## src/core/swp_act_regs.svh

```systemverilog
// register offsets, fields and timing counts of the activation controller
`ifndef SWP_ACT_REGS_SVH
`define SWP_ACT_REGS_SVH
// ==========================================================
// register map
`define SWP_CTRL_OFS 12'h000
`define SWP_STAT_OFS 12'h004
`define SWP_CTRL_START 0
`define SWP_CTRL_SUPPLY 1
`define SWP_CTRL_LOWPWR 2
`define SWP_CTRL_REACT 3
`define SWP_CTRL_CLRUNS 4
`define SWP_CTRL_RST 32'h0000_0000
`define SWP_STAT_REP_LSB 9
`define SWP_STAT_OUT_LSB 11
`define SWP_STAT_UNS 13
// ==========================================================
// timing
`define SWP_CLK_MHZ 20
`define SWP_T_RES_V_US 700
`define SWP_T_RES_D_US 500
`define SWP_T_FRP_US 2000
`define SWP_MAX_REP 3
`endif

```

## src/core/swp_act_pkg.sv

```systemverilog
// types of the activation controller
package swp_act_pkg;
  typedef enum logic [8:0] {
    ST_IDLE = 9'h001,
    ST_WRES = 9'h002,
    ST_WSYN = 9'h004,
    ST_SEND = 9'h008,
    ST_WANS = 9'h010,
    ST_DONE = 9'h020,
    ST_FAIL = 9'h040,
    ST_SKIP = 9'h080,
    ST_DEAC = 9'h100
  } act_state_e;
  typedef enum logic [1:0] {
    FR_NONE = 2'h0,
    FR_SYNC = 2'h1,
    FR_PMODE = 2'h2,
    FR_READY = 2'h3
  } act_frame_e;
  typedef enum logic [1:0] {
    OUT_IDLE = 2'h0,
    OUT_BUSY = 2'h1,
    OUT_OK = 2'h2,
    OUT_FAIL = 2'h3
  } act_out_e;
endpackage

```

## src/core/swp_act_host.sv

```systemverilog
// frontend-side activation controller for the single-wire link
// What the document requires
// data contact low while supply off
// rising master voltage signal requests activation
// deactivate data contact before removing supply
// card resumes link once contact active
// no resume means unsupported, deactivate contact
// after resume, put link activated
// card drops current signal within detection_timeout
// card ignores link after detection failure
// card sends first sync, then waits
// good sync, full power: mode frame repeat 0
// good sync, low power: success, stop
// bad or missing sync: mode frame repeat 1
// card repeats on 1, ready on 0
// card ignores corrupted activation frames
// success on sync-after-repeat or ready
// corrupted answer: repeat-request mode frame again
// missing answer: repeat, at most three
// out-of-order frame counts as corrupted
// failed activation: unsupported, deactivate contact
// card sync frames carry activation info
// other interface resets leave link alone
// link actions never touch other interfaces
// skip activation if known unsupported
// detection_timeout at most 100 ms
// card resumes within 700 us
// card answers mode frame within 2000 us
// reactivation: good first sync is success
// card reports outcome and power mode
//
// The APB register port and the register offsets are this design's own decisions.
`timescale 1ns/10ps
`include "swp_act_regs.svh"
module swp_act_host #(
  parameter int unsigned RES_V_CYC = `SWP_T_RES_V_US * `SWP_CLK_MHZ,
  parameter int unsigned RES_D_CYC = `SWP_T_RES_D_US * `SWP_CLK_MHZ,
  parameter int unsigned ANS_CYC = `SWP_T_FRP_US * `SWP_CLK_MHZ,
  parameter int unsigned TW = 16
) (
  // clock, reset, enable
  input wire logic ref_clk_i,
  input wire logic reset_n_i,
  input wire logic en_i,
  // apb slave
  input wire logic psel_i,
  input wire logic penable_i,
  input wire logic pwrite_i,
  input wire logic [11:0] paddr_i,
  input wire logic [31:0] pwdata_i,
  output logic [31:0] prdata_o,
  output logic pready_o,
  output logic pslverr_o,
  // contacts
  output logic supply_contact_o,
  output logic master_voltage_signal_o,
  input wire logic slave_current_signal_i,
  // link state
  output logic link_activated_o,
  // frame layer
  output logic tx_req_o,
  output swp_act_pkg::act_frame_e tx_type_o,
  output logic tx_repeat_request_bit_o,
  output logic tx_low_power_o,
  input wire logic tx_done_i,
  input wire logic rx_valid_i,
  input wire swp_act_pkg::act_frame_e rx_type_i,
  input wire logic rx_ok_i,
  // outcome
  output swp_act_pkg::act_out_e outcome_o
);
  import swp_act_pkg::*;

  localparam logic [TW-1:0] RESV_LIM = TW'(RES_V_CYC - 1);
  localparam logic [TW-1:0] RESD_LIM = TW'(RES_D_CYC - 1);
  localparam logic [TW-1:0] ANS_LIM = TW'(ANS_CYC - 1);
  localparam logic [1:0] MAX_REP = 2'(`SWP_MAX_REP);

  // ==========================================================
  // slave current synchroniser
  logic [2:0] s2_q;
  logic [2:0] s2_d;
  logic s2_lvl_q;
  logic s2_lvl_d;

  always_comb begin
    s2_d = {s2_q[1:0], slave_current_signal_i};
    s2_lvl_d = s2_lvl_q;
    if (s2_q[1] == s2_q[2]) begin
      s2_lvl_d = s2_q[2];
    end
  end

  always_ff @(posedge ref_clk_i or negedge reset_n_i) begin
    if (!reset_n_i) begin
      s2_q <= 3'h0;
      s2_lvl_q <= 1'b0;
    end else if (en_i) begin
      s2_q <= s2_d;
      s2_lvl_q <= s2_lvl_d;
    end
  end

  // ==========================================================
  // apb registers
  logic [31:0] prdata_d;
  logic pready_d;
  logic pslverr_d;
  logic sup_q;
  logic sup_d;
  logic lowpwr_q;
  logic lowpwr_d;
  logic react_q;
  logic react_d;
  logic wr;
  logic wr_ctrl;
  logic start;
  logic unsup_q;
  logic unsup_d;
  act_state_e st_q;
  act_state_e st_d;
  logic [1:0] rep_q;
  logic [1:0] rep_d;
  act_out_e out_q;
  act_out_e out_d;

  always_comb begin
    wr = psel_i & penable_i & pwrite_i & pready_o;
    wr_ctrl = wr & (paddr_i == `SWP_CTRL_OFS);
    start = wr_ctrl & pwdata_i[`SWP_CTRL_START];
    sup_d = sup_q;
    lowpwr_d = lowpwr_q;
    react_d = react_q;
    if (wr_ctrl) begin
      sup_d = pwdata_i[`SWP_CTRL_SUPPLY];
      lowpwr_d = pwdata_i[`SWP_CTRL_LOWPWR];
      react_d = pwdata_i[`SWP_CTRL_REACT];
    end
    pready_d = psel_i & ~penable_i;
    pslverr_d = 1'b0;
    prdata_d = prdata_o;
    if (psel_i & ~penable_i) begin
      prdata_d = 32'h0000_0000;
      if (paddr_i == `SWP_CTRL_OFS) begin
        prdata_d[`SWP_CTRL_SUPPLY] = sup_q;
        prdata_d[`SWP_CTRL_LOWPWR] = lowpwr_q;
        prdata_d[`SWP_CTRL_REACT] = react_q;
      end else if (paddr_i == `SWP_STAT_OFS) begin
        prdata_d[8:0] = st_q;
        prdata_d[`SWP_STAT_REP_LSB +: 2] = rep_q;
        prdata_d[`SWP_STAT_OUT_LSB +: 2] = out_q;
        prdata_d[`SWP_STAT_UNS] = unsup_q;
      end else begin
        pslverr_d = 1'b1;
      end
    end
  end

  always_ff @(posedge ref_clk_i or negedge reset_n_i) begin
    if (!reset_n_i) begin
      prdata_o <= 32'h0000_0000;
      pready_o <= 1'b0;
      pslverr_o <= 1'b0;
      sup_q <= 1'(`SWP_CTRL_RST >> `SWP_CTRL_SUPPLY);
      lowpwr_q <= 1'b0;
      react_q <= 1'b0;
    end else if (en_i) begin
      prdata_o <= prdata_d;
      pready_o <= pready_d;
      pslverr_o <= pslverr_d;
      sup_q <= sup_d;
      lowpwr_q <= lowpwr_d;
      react_q <= react_d;
    end
  end

  // ==========================================================
  // activation sequencer
  logic [TW-1:0] tmr_q;
  logic [TW-1:0] tmr_d;
  logic s1_d;
  logic supc_d;
  logic act_d;
  logic txr_d;
  act_frame_e txt_d;
  logic fr_d;
  logic lp_d;
  logic first_q;
  logic first_d;
  logic rx_bad;
  logic tmo;

  always_comb begin
    st_d = st_q;
    tmr_d = tmr_q + TW'(1);
    s1_d = master_voltage_signal_o;
    act_d = link_activated_o;
    txr_d = tx_req_o;
    txt_d = tx_type_o;
    fr_d = tx_repeat_request_bit_o;
    lp_d = tx_low_power_o;
    rep_d = rep_q;
    first_d = first_q;
    out_d = out_q;
    unsup_d = unsup_q;
    rx_bad = rx_valid_i & ~rx_ok_i;
    tmo = 1'b0;
    if (wr_ctrl && pwdata_i[`SWP_CTRL_CLRUNS]) begin
      unsup_d = 1'b0;
    end
    // outside reset the data contact falls first, supply one cycle later
    supc_d = sup_q | (supply_contact_o & master_voltage_signal_o);
    case (st_q)
      ST_IDLE: begin
        if (start && supply_contact_o && sup_q) begin
          tmr_d = '0;
          rep_d = 2'h0;
          first_d = 1'b0;
          out_d = OUT_BUSY;
          if (unsup_q) begin
            st_d = ST_SKIP;
          end else begin
            s1_d = 1'b1;
            st_d = ST_WRES;
          end
        end
      end
      ST_WRES: begin
        tmo = (tmr_q == (react_q ? RESD_LIM : RESV_LIM));
        if (s2_lvl_q) begin
          act_d = 1'b1;
          tmr_d = '0;
          st_d = ST_WSYN;
        end else if (tmo) begin
          st_d = ST_FAIL;
        end
      end
      ST_WSYN: begin
        tmo = (tmr_q == ANS_LIM);
        if (rx_valid_i && rx_ok_i && rx_type_i == FR_SYNC) begin
          first_d = 1'b1;
          if (lowpwr_q || react_q) begin
            st_d = ST_DONE;
          end else begin
            fr_d = 1'b0;
            st_d = ST_SEND;
          end
        end else if (rx_valid_i || tmo) begin
          fr_d = 1'b1;
          st_d = ST_SEND;
        end
        if (st_d == ST_SEND) begin
          txr_d = 1'b1;
          txt_d = FR_PMODE;
          lp_d = lowpwr_q;
          if (fr_d) begin
            rep_d = rep_q + 2'h1;
          end
        end
      end
      ST_SEND: begin
        tmr_d = '0;
        if (tx_done_i) begin
          txr_d = 1'b0;
          st_d = ST_WANS;
        end
      end
      ST_WANS: begin
        tmo = (tmr_q == ANS_LIM);
        if (rx_valid_i && rx_ok_i && ((rx_type_i == FR_SYNC &&
            tx_repeat_request_bit_o) || (rx_type_i == FR_READY &&
            first_q))) begin
          st_d = ST_DONE;
        end else if (rx_valid_i || tmo) begin
          if (rep_q == MAX_REP) begin
            st_d = ST_FAIL;
          end else begin
            rep_d = rep_q + 2'h1;
            fr_d = 1'b1;
            txr_d = 1'b1;
            lp_d = lowpwr_q;
            st_d = ST_SEND;
          end
        end
        if (rx_bad) begin
          tmo = 1'b0;
        end
      end
      ST_DONE: begin
        out_d = OUT_OK;
        if (start) begin
          st_d = ST_IDLE;
        end
      end
      ST_FAIL: begin
        s1_d = 1'b0;
        act_d = 1'b0;
        txr_d = 1'b0;
        unsup_d = 1'b1;
        out_d = OUT_FAIL;
        st_d = ST_IDLE;
      end
      ST_SKIP: begin
        out_d = OUT_FAIL;
        st_d = ST_IDLE;
      end
      ST_DEAC: begin
        s1_d = 1'b0;
        act_d = 1'b0;
        txr_d = 1'b0;
        out_d = OUT_IDLE;
        st_d = ST_IDLE;
      end
      default: begin
        st_d = ST_DEAC;
      end
    endcase
    // shutdown request overrides the sequence, no other contact moves
    if (!sup_q && master_voltage_signal_o) begin
      s1_d = 1'b0;
      act_d = 1'b0;
      txr_d = 1'b0;
      st_d = ST_IDLE;
      out_d = OUT_IDLE;
    end
  end

  always_ff @(posedge ref_clk_i or negedge reset_n_i) begin
    if (!reset_n_i) begin
      st_q <= ST_IDLE;
      tmr_q <= '0;
      rep_q <= 2'h0;
      first_q <= 1'b0;
      unsup_q <= 1'b0;
      out_q <= OUT_IDLE;
      supply_contact_o <= 1'b0;
      master_voltage_signal_o <= 1'b0;
      link_activated_o <= 1'b0;
      tx_req_o <= 1'b0;
      tx_type_o <= FR_NONE;
      tx_repeat_request_bit_o <= 1'b0;
      tx_low_power_o <= 1'b0;
    end else if (en_i) begin
      st_q <= st_d;
      tmr_q <= tmr_d;
      rep_q <= rep_d;
      first_q <= first_d;
      unsup_q <= unsup_d;
      out_q <= out_d;
      supply_contact_o <= supc_d;
      master_voltage_signal_o <= s1_d;
      link_activated_o <= act_d;
      tx_req_o <= txr_d;
      tx_type_o <= txt_d;
      tx_repeat_request_bit_o <= fr_d;
      tx_low_power_o <= lp_d;
    end
  end

  assign outcome_o = out_q;
endmodule

```

## config.mk

```make
export PLATFORM = sky130hd
export DESIGN_NAME = swp_act_host
export DESIGN_NICKNAME = d
export VERILOG_FILES = /design/src/core/swp_act_pkg.sv /design/src/core/swp_act_host.sv
export VERILOG_INCLUDE_DIRS = /design/src /design/src/core
export SDC_FILE = /design/constraint.sdc
export NUM_CORES = 1
export LEC_CHECK = 0
export ABC_AREA = 1
export ABC_CLOCK_PERIOD_IN_PS = 1750
export BUFFER_PORTS_ARGS = -buffer_cell sky130_fd_sc_hd__buf_2
export CAP_MARGIN = 20
export CORE_MARGIN = 3
export CORE_UTILIZATION = 48
export CTS_CLUSTER_DIAMETER = 40
export CTS_CLUSTER_SIZE = 10
export DETAILED_ROUTE_END_ITERATION = 16
export MAX_ROUTING_LAYER = met4
export PLACE_DENSITY_LB_ADDON = 0.15
export SETUP_SLACK_MARGIN = 0.4
export SYNTH_ARGS = -nofsm -noshare
export SYNTH_HDL_FRONTEND = slang
export SYNTH_SLANG_ARGS = --single-unit
```

## constraint.sdc

```tcl
create_clock -name ref_clk_i -period 1.75 [get_ports ref_clk_i]
set_clock_uncertainty 0.15 [all_clocks]
set_input_delay 0.525 -clock ref_clk_i [delete_from_list [all_inputs] [get_ports ref_clk_i]]
set_output_delay 0.525 -clock ref_clk_i [all_outputs]
set_load 0.1 [all_outputs]
```

### Yosys cells after proc, flatten, opt, wreduce, memory -nomap -nowiden

Index checks and enable logic that the tools add are counted.

| storage, ports and cells | value |
|---|---|
| bits in registers | 61 |
| input bits | 56 |
| output and inout bits | 44 |
| word-level logic and storage cells | 171 |

| cells by class | value |
|---|---|
| $add $sub $neg | 2 |
| equality and inequality tests | 35 |
| muxes and demuxes | 65 |
| bitwise logic cells | 9 |
| reductions and logical operators | 39 |

Operators with widths:

| kind | count |
|---|---|
| $mux 9 | 11 |
| $pmux 9 s7 | 1 |
| $pmux 16 s3 | 1 |
| $mux 16 | 2 |
| $mux 1 | 27 |
| $ne 3x3->1 const B | 9 |
| $eq 9x4->1 const B | 2 |
| $add 16x1->16 const B | 1 |
| $eq 16x14->1 | 1 |
| $eq 16x16->1 const B | 1 |
| $mux 2 | 8 |
| $mux 14 | 1 |
| $ne 2x2->1 const B | 7 |
| $mux 13 | 1 |
| $eq 12x3->1 const B | 1 |
| $logic_not 12->1 | 1 |
| $reduce_and 6->1 | 2 |
| $mux 10 | 1 |
| $pmux 1 s2 | 5 |
| $reduce_bool 5->1 | 2 |
| $eq 9x1->1 const B | 1 |
| $eq 9x2->1 const B | 1 |
| $eq 9x3->1 const B | 1 |
| $eq 9x5->1 const B | 1 |
| other kinds (32) | 61 |

### Logic depth before layout (Yosys ltp)

| depth | value |
|---|---|
| depth after elaboration | 10 |
| gate-level depth with buffers | 15 |
| gate-level depth less buffers | 15 |

### Worst setup path after synthesis

OpenSTA, ideal clock, no wires.

| timing path | value |
|---|---|
| path type | reg-to-reg |
| start point | reg pready_o |
| end point | reg st_q[1] |
| setup time | 123 ps |
| arrival | 1981 ps |
| data required time | 1477 ps |
| path slack | -504 ps |
| cell stages (with the launch flop) | 11 |
| buffers on the path | 1 |
| period minus slack after synthesis | 2254 ps |
| cells stage by stage | dfrtp_1 inv_1 nor2_1 nand3_1 nor2_2 nand3_1 nand3_2 nand2_4 buf_6 o21ai_0 nand2_1 |

| between the ends | value |
|---|---|
| cells in the longest elaborated chain, start to end | 7 |
| elaborated cells on any way between the ends | 8 |
| those cells by class | 2 x eq/ne; 3 x bitwise; 3 x reduce/logical |

Ends and longest elaborated chain:

| element | RTL line | RTL |
|---|---|---|
| start: declaration | swp_act_host.sv:52 | `output logic pready_o,` |
| start signal: assignment | swp_act_host.sv:169 | `pready_o <= pready_d;` |
| $and 1x1->1 * | swp_act_host.sv:128 | `wr = psel_i & penable_i & pwrite_i & pready_o;` |
| $and 1x1->1 * | swp_act_host.sv:129 | `` wr_ctrl = wr & (paddr_i == `SWP_CTRL_OFS); `` |
| $and 1x1->1 * | swp_act_host.sv:130 | `` start = wr_ctrl & pwdata_i[`SWP_CTRL_START]; `` |
| $logic_and 1x1->1 (2 in a row) | swp_act_host.sv:215 | `if (start && supply_contact_o && sup_q) begin` |
| $ne 3x3->1 (no line) | - |  |
| $reduce_and 6->1 (no line) * | - |  |
| end signal: assignment | swp_act_host.sv:344 | `st_q <= st_d;` |
| end: declaration | swp_act_host.sv:120 | `act_state_e st_q;` |

Mark *: on every way between the ends. The rest lies on a longest branch, timed or not.
A chain may end at the register's enable or synchronous reset.

### Worst setup path after layout

| timing path | value |
|---|---|
| start point | reg tmr_q[7] |
| end point | reg tx_req_o |

| between the ends | value |
|---|---|
| cells in the longest elaborated chain, start to end | 8 |
| elaborated cells on any way between the ends | 9 |
| those cells by class | 4 x eq/ne; 3 x mux; 2 x reduce/logical |

Ends and longest elaborated chain:

| element | RTL line | RTL |
|---|---|---|
| start: declaration | swp_act_host.sv:179 | `logic [TW-1:0] tmr_q;` |
| start signal: assignment | swp_act_host.sv:345 | `tmr_q <= tmr_d;` |
| $eq 16x16->1 * | swp_act_host.sv:239, swp_act_host.sv:269 |  |
| $logic_or 1x1->1 * | swp_act_host.sv:248, swp_act_host.sv:274 |  |
| $mux 9 | swp_act_host.sv:248 | `end else if (rx_valid_i \|\| tmo) begin` |
| $mux 9 | swp_act_host.sv:240 | `if (rx_valid_i && rx_ok_i && rx_type_i == FR_SYNC) begin` |
| $mux 9 | swp_act_host.sv:213 | `case (st_q)` |
| $eq 9x4->1 | swp_act_host.sv:252 | `if (st_d == ST_SEND) begin` |
| $ne 3x3->1 (no line) | - |  |
| $reduce_and 7->1 (no line) * | - |  |
| end signal: assignment | swp_act_host.sv:353 | `tx_req_o <= txr_d;` |
| end: declaration | swp_act_host.sv:61 | `output logic tx_req_o,` |

Mark *: on every way between the ends. The rest lies on a longest branch, timed or not. The select of a mux whose other input is x is not followed.

==> results.yml <==
run:
  maxCapViolations: 0
clock_network:
  htree_levels: 3
  clockBufferDepth: 2
  cts-root-buf: "clkbuf_8"
  numClockSinks: 61
  path_clk_slew_ps: 70
  cts_buffers: 9
  clk_latency_ps: 360
  cts_tree: "yes"
finish:
  antennaDiodeCount: 0
  final_nets: 768
  final_cell_mix: "133 x buf_4, 85 x nand2_1, 55 x inv_1"
  register_area_um2: 1570
  syn2layout_area_growth_pct: 79.1
  multi_input_area_um2: 2320
  fill_cells: 295
  layout_commonest_cell: "buf_4"
  final_layout_size_suffix_gt1_frac: 0.576
die:
  dieArea_um2: 8720
  die_h_um: 93.4
  dieWidth_um: 93.4
  initial_utilization: 0.500
  coreArea_um2: 7330
  row_count: 31
  top_level_ports: 100
outcome:
  violations: "negative hold slack, negative setup slack"
  outcome: "complete, but fails checks"
detailed_routing:
  ant_nets: 0
  via_count: 4538
  post_drt_wl_per_cell_um: 18.0
  route.detailed.drc: 0
  routed_wl_um: 14700
  avgViaCountPerCell: 5.57
  drt_first_iter_violations: 444
  drt-pass1-iter-count: 7
critical_path:
  crit_type: "reg2reg"
  cp_max_fo: 4
  crit_required_ps: 1840
  rr_worst_depth: 14
  r2r_setup_slack_ps: -410
  cp-end-kind: "register"
  critPathArrivalTime_ps: 2250
  r2r_end: "tx_req_o"
  cp-start-kind: "register"
  regToRegStartpoint: "tmr_q[7]"
pwr:
  pwr-share-seq: 0.266
  p_int_mw: 4.08
  p_leak_nw: 3.29
  p_per_area_nw_per_um2: 1080
  p_sw_frac: 0.423
  vdd_drop_max_v: 0.000992
  pwr-share-comb: 0.508
  p_sw_mw: 2.99
  total_power_mw: 7.07
  clkPwrFrac: 0.226
timing:
  max_freq_mhz: 464
  setup_viol: 53
  rsz0062_at_grt: "yes"
  slew_viol_final: 0
  min_period_over_period: 1.23
  fin_hold_ws_ps: -6.72
  hold_violations: 3
  period_needed_ps: 2160
  finalWorstSetupSlack_ps: -406
synthesis:
  synth_area_leaders: "dfrtp_1 41%, nand2_1 11%, inv_1 6.7%"
  synth_cell_type_count: 43
  netlist_instances: 493
  ys_ff_latch: 61
  synth_ff_type: "dfrtp_1"
  ys_async_sr_fraction: 1.00
  ys.warnings.count: 0
  postSynthAreaPerCell_um2: 7.43
  synth_top_cell_area_share: 0.410
  synth_edf_count: 0
  yosysTopAreaCell: "dfrtp_1"
  synth_area_um2: 3660
  ys_seq_area_frac: 0.417
place:
  hpwlAfterDp_um: 7950
  dp_slack_ps: -485
  place_congestion: 0.995
  port_buffers: 53
global_routing:
  grt_pass1_vias: 4284
  gr-usage-all-layers: 0.306
  grt_pass1_wl_um: 20400
  grt_max_degree: 62
  antenna_found_initial: 0
  global_route.overflow_total: 0
min_path:
  hp-class: "in2async"
metrics by stage:
| step | setup TNS (ps) | util | hold slack [ps] | std cells | instance area (um2) |
|---|---|---|---|---|---|
| 2_1_floorplan | -4260 | - | 79.4 | 511 | 3840 |
| 3_3_place_gp | -17090 | 0.713 | 304 | 741 | 5220 |
| 3_5_place_dp | -18930 | 0.713 | 325 | 741 | 5220 |
| 4_1_cts | -5340 | 0.838 | 42.9 | 792 | 6150 |
| 5_1_grt | -14830 | 0.895 | 29.5 | 814 | 6560 |
| 6_report | -10450 | 0.895 | -6.72 | 814 | 6560 |
worst max path at each step:
| stage | startpoint | endpoint | slack (ps) |
|---|---|---|---|
| 2_1_floorplan | paddr_i[1] | st_q[1] | -190 |
| 3_3_place_gp | paddr_i[1] | st_q[1] | -440 |
| 3_5_place_dp | paddr_i[1] | st_q[4] | -490 |
| 4_1_cts | tmr_q[1] | tx_req_o | -250 |
| 5_1_grt | tmr_q[4] | tmr_q[13] | -470 |
| 6_report | tmr_q[7] | tx_req_o | -410 |
per-layer routing:
layer / share of wire / up-vias / track usage
met3: 0.079 / 94 / 0.0483
met4: 0.057 / 0 / 0.138
met1: 0.38 / 2116 / 0.381
li1: - / 2001 / -
met5: 0 / - / -
met2: 0.48 / 327 / 0.492
sequential cells by signal (all words and copies together) (netlist names), 2 cells and up:
name,count
tmr_q,16
st_q,9
outcome_o,2
rep_q,2
prdata_o,14
s2_q,3
power by group through the flow:
stage	logic, mW	clock network, mW	registers [mW]
final	3.59	1.60	1.88
after global routing	3.76	1.65	1.90
after CTS	3.14	1.58	1.84
after detailed placement	2.58	0	1.86
after global placement	2.54	0	1.86
after floorplan	1.21	0	2.19
cell usage after synthesis (2+ instances only):
| master | n |
|---|---|
| o21bai_1 | 3 |
| nand3_1 | 42 |
| inv_1 | 65 |
| clkbuf_1 | 5 |
| nand2_4 | 2 |
| nor2_4 | 3 |
| nor2_1 | 45 |
| a21oi_1 | 11 |
| clkinv_1 | 2 |
| nor2_2 | 4 |
| mux2_2 | 2 |
| nand3b_1 | 2 |
| nor4_1 | 4 |
| o21ai_1 | 5 |
| nor3_2 | 3 |
| o211ai_1 | 7 |
| nand4_1 | 6 |
| o21ai_0 | 37 |
| buf_4 | 20 |
| dfrtp_1 | 60 |
| nand2_1 | 109 |
| inv_2 | 10 |
| xor2_1 | 2 |
| nor3_4 | 2 |
| nand3_2 | 3 |
| nor3_1 | 12 |
| ha_1 | 2 |
| nand2_2 | 10 |
what timing repair did:
action	4_1_cts	5_1_grt
pin swaps	35	38
resized for setup	102	73
setup endpoints to repair	80	81
cloned	4	0
setup buffers	31	22
hold buffers	0	0
final cells by class:
type	count	share of cell area
Sequential cell	61	0.239
Clock buffer	12	0.0221
Inverter	77	0.0467
Clock inverter	4	0.0145
Tap cell	99	0.0189
Multi-Input combinational cell	348	0.353
Timing Repair Buffer	213	0.306
kinds of logic after synthesis:
logic type      synth area share
flops                      0.417
fa+ha+maj                0.00683
other cells              0.00102
simple gates               0.326
mux                      0.00615
buf+inv                    0.129
compound gates             0.109
xor+xnor                 0.00478
worst max-delay path, cell delays in order (launching register included):
cell and delay (ps):
dfrtp_1 460, nor2_2 160, nand2_2 70, nor2_2 130, nand2_2 110, nand3_1 120, nand2_2 70, nor2_1 100
nand3_1 150, nand2_2 150, nand2_2 80, nand2_2 70, nand2_2 50, nand2_2 90, nand2_2 70
(Power assumes the default switching activity.)
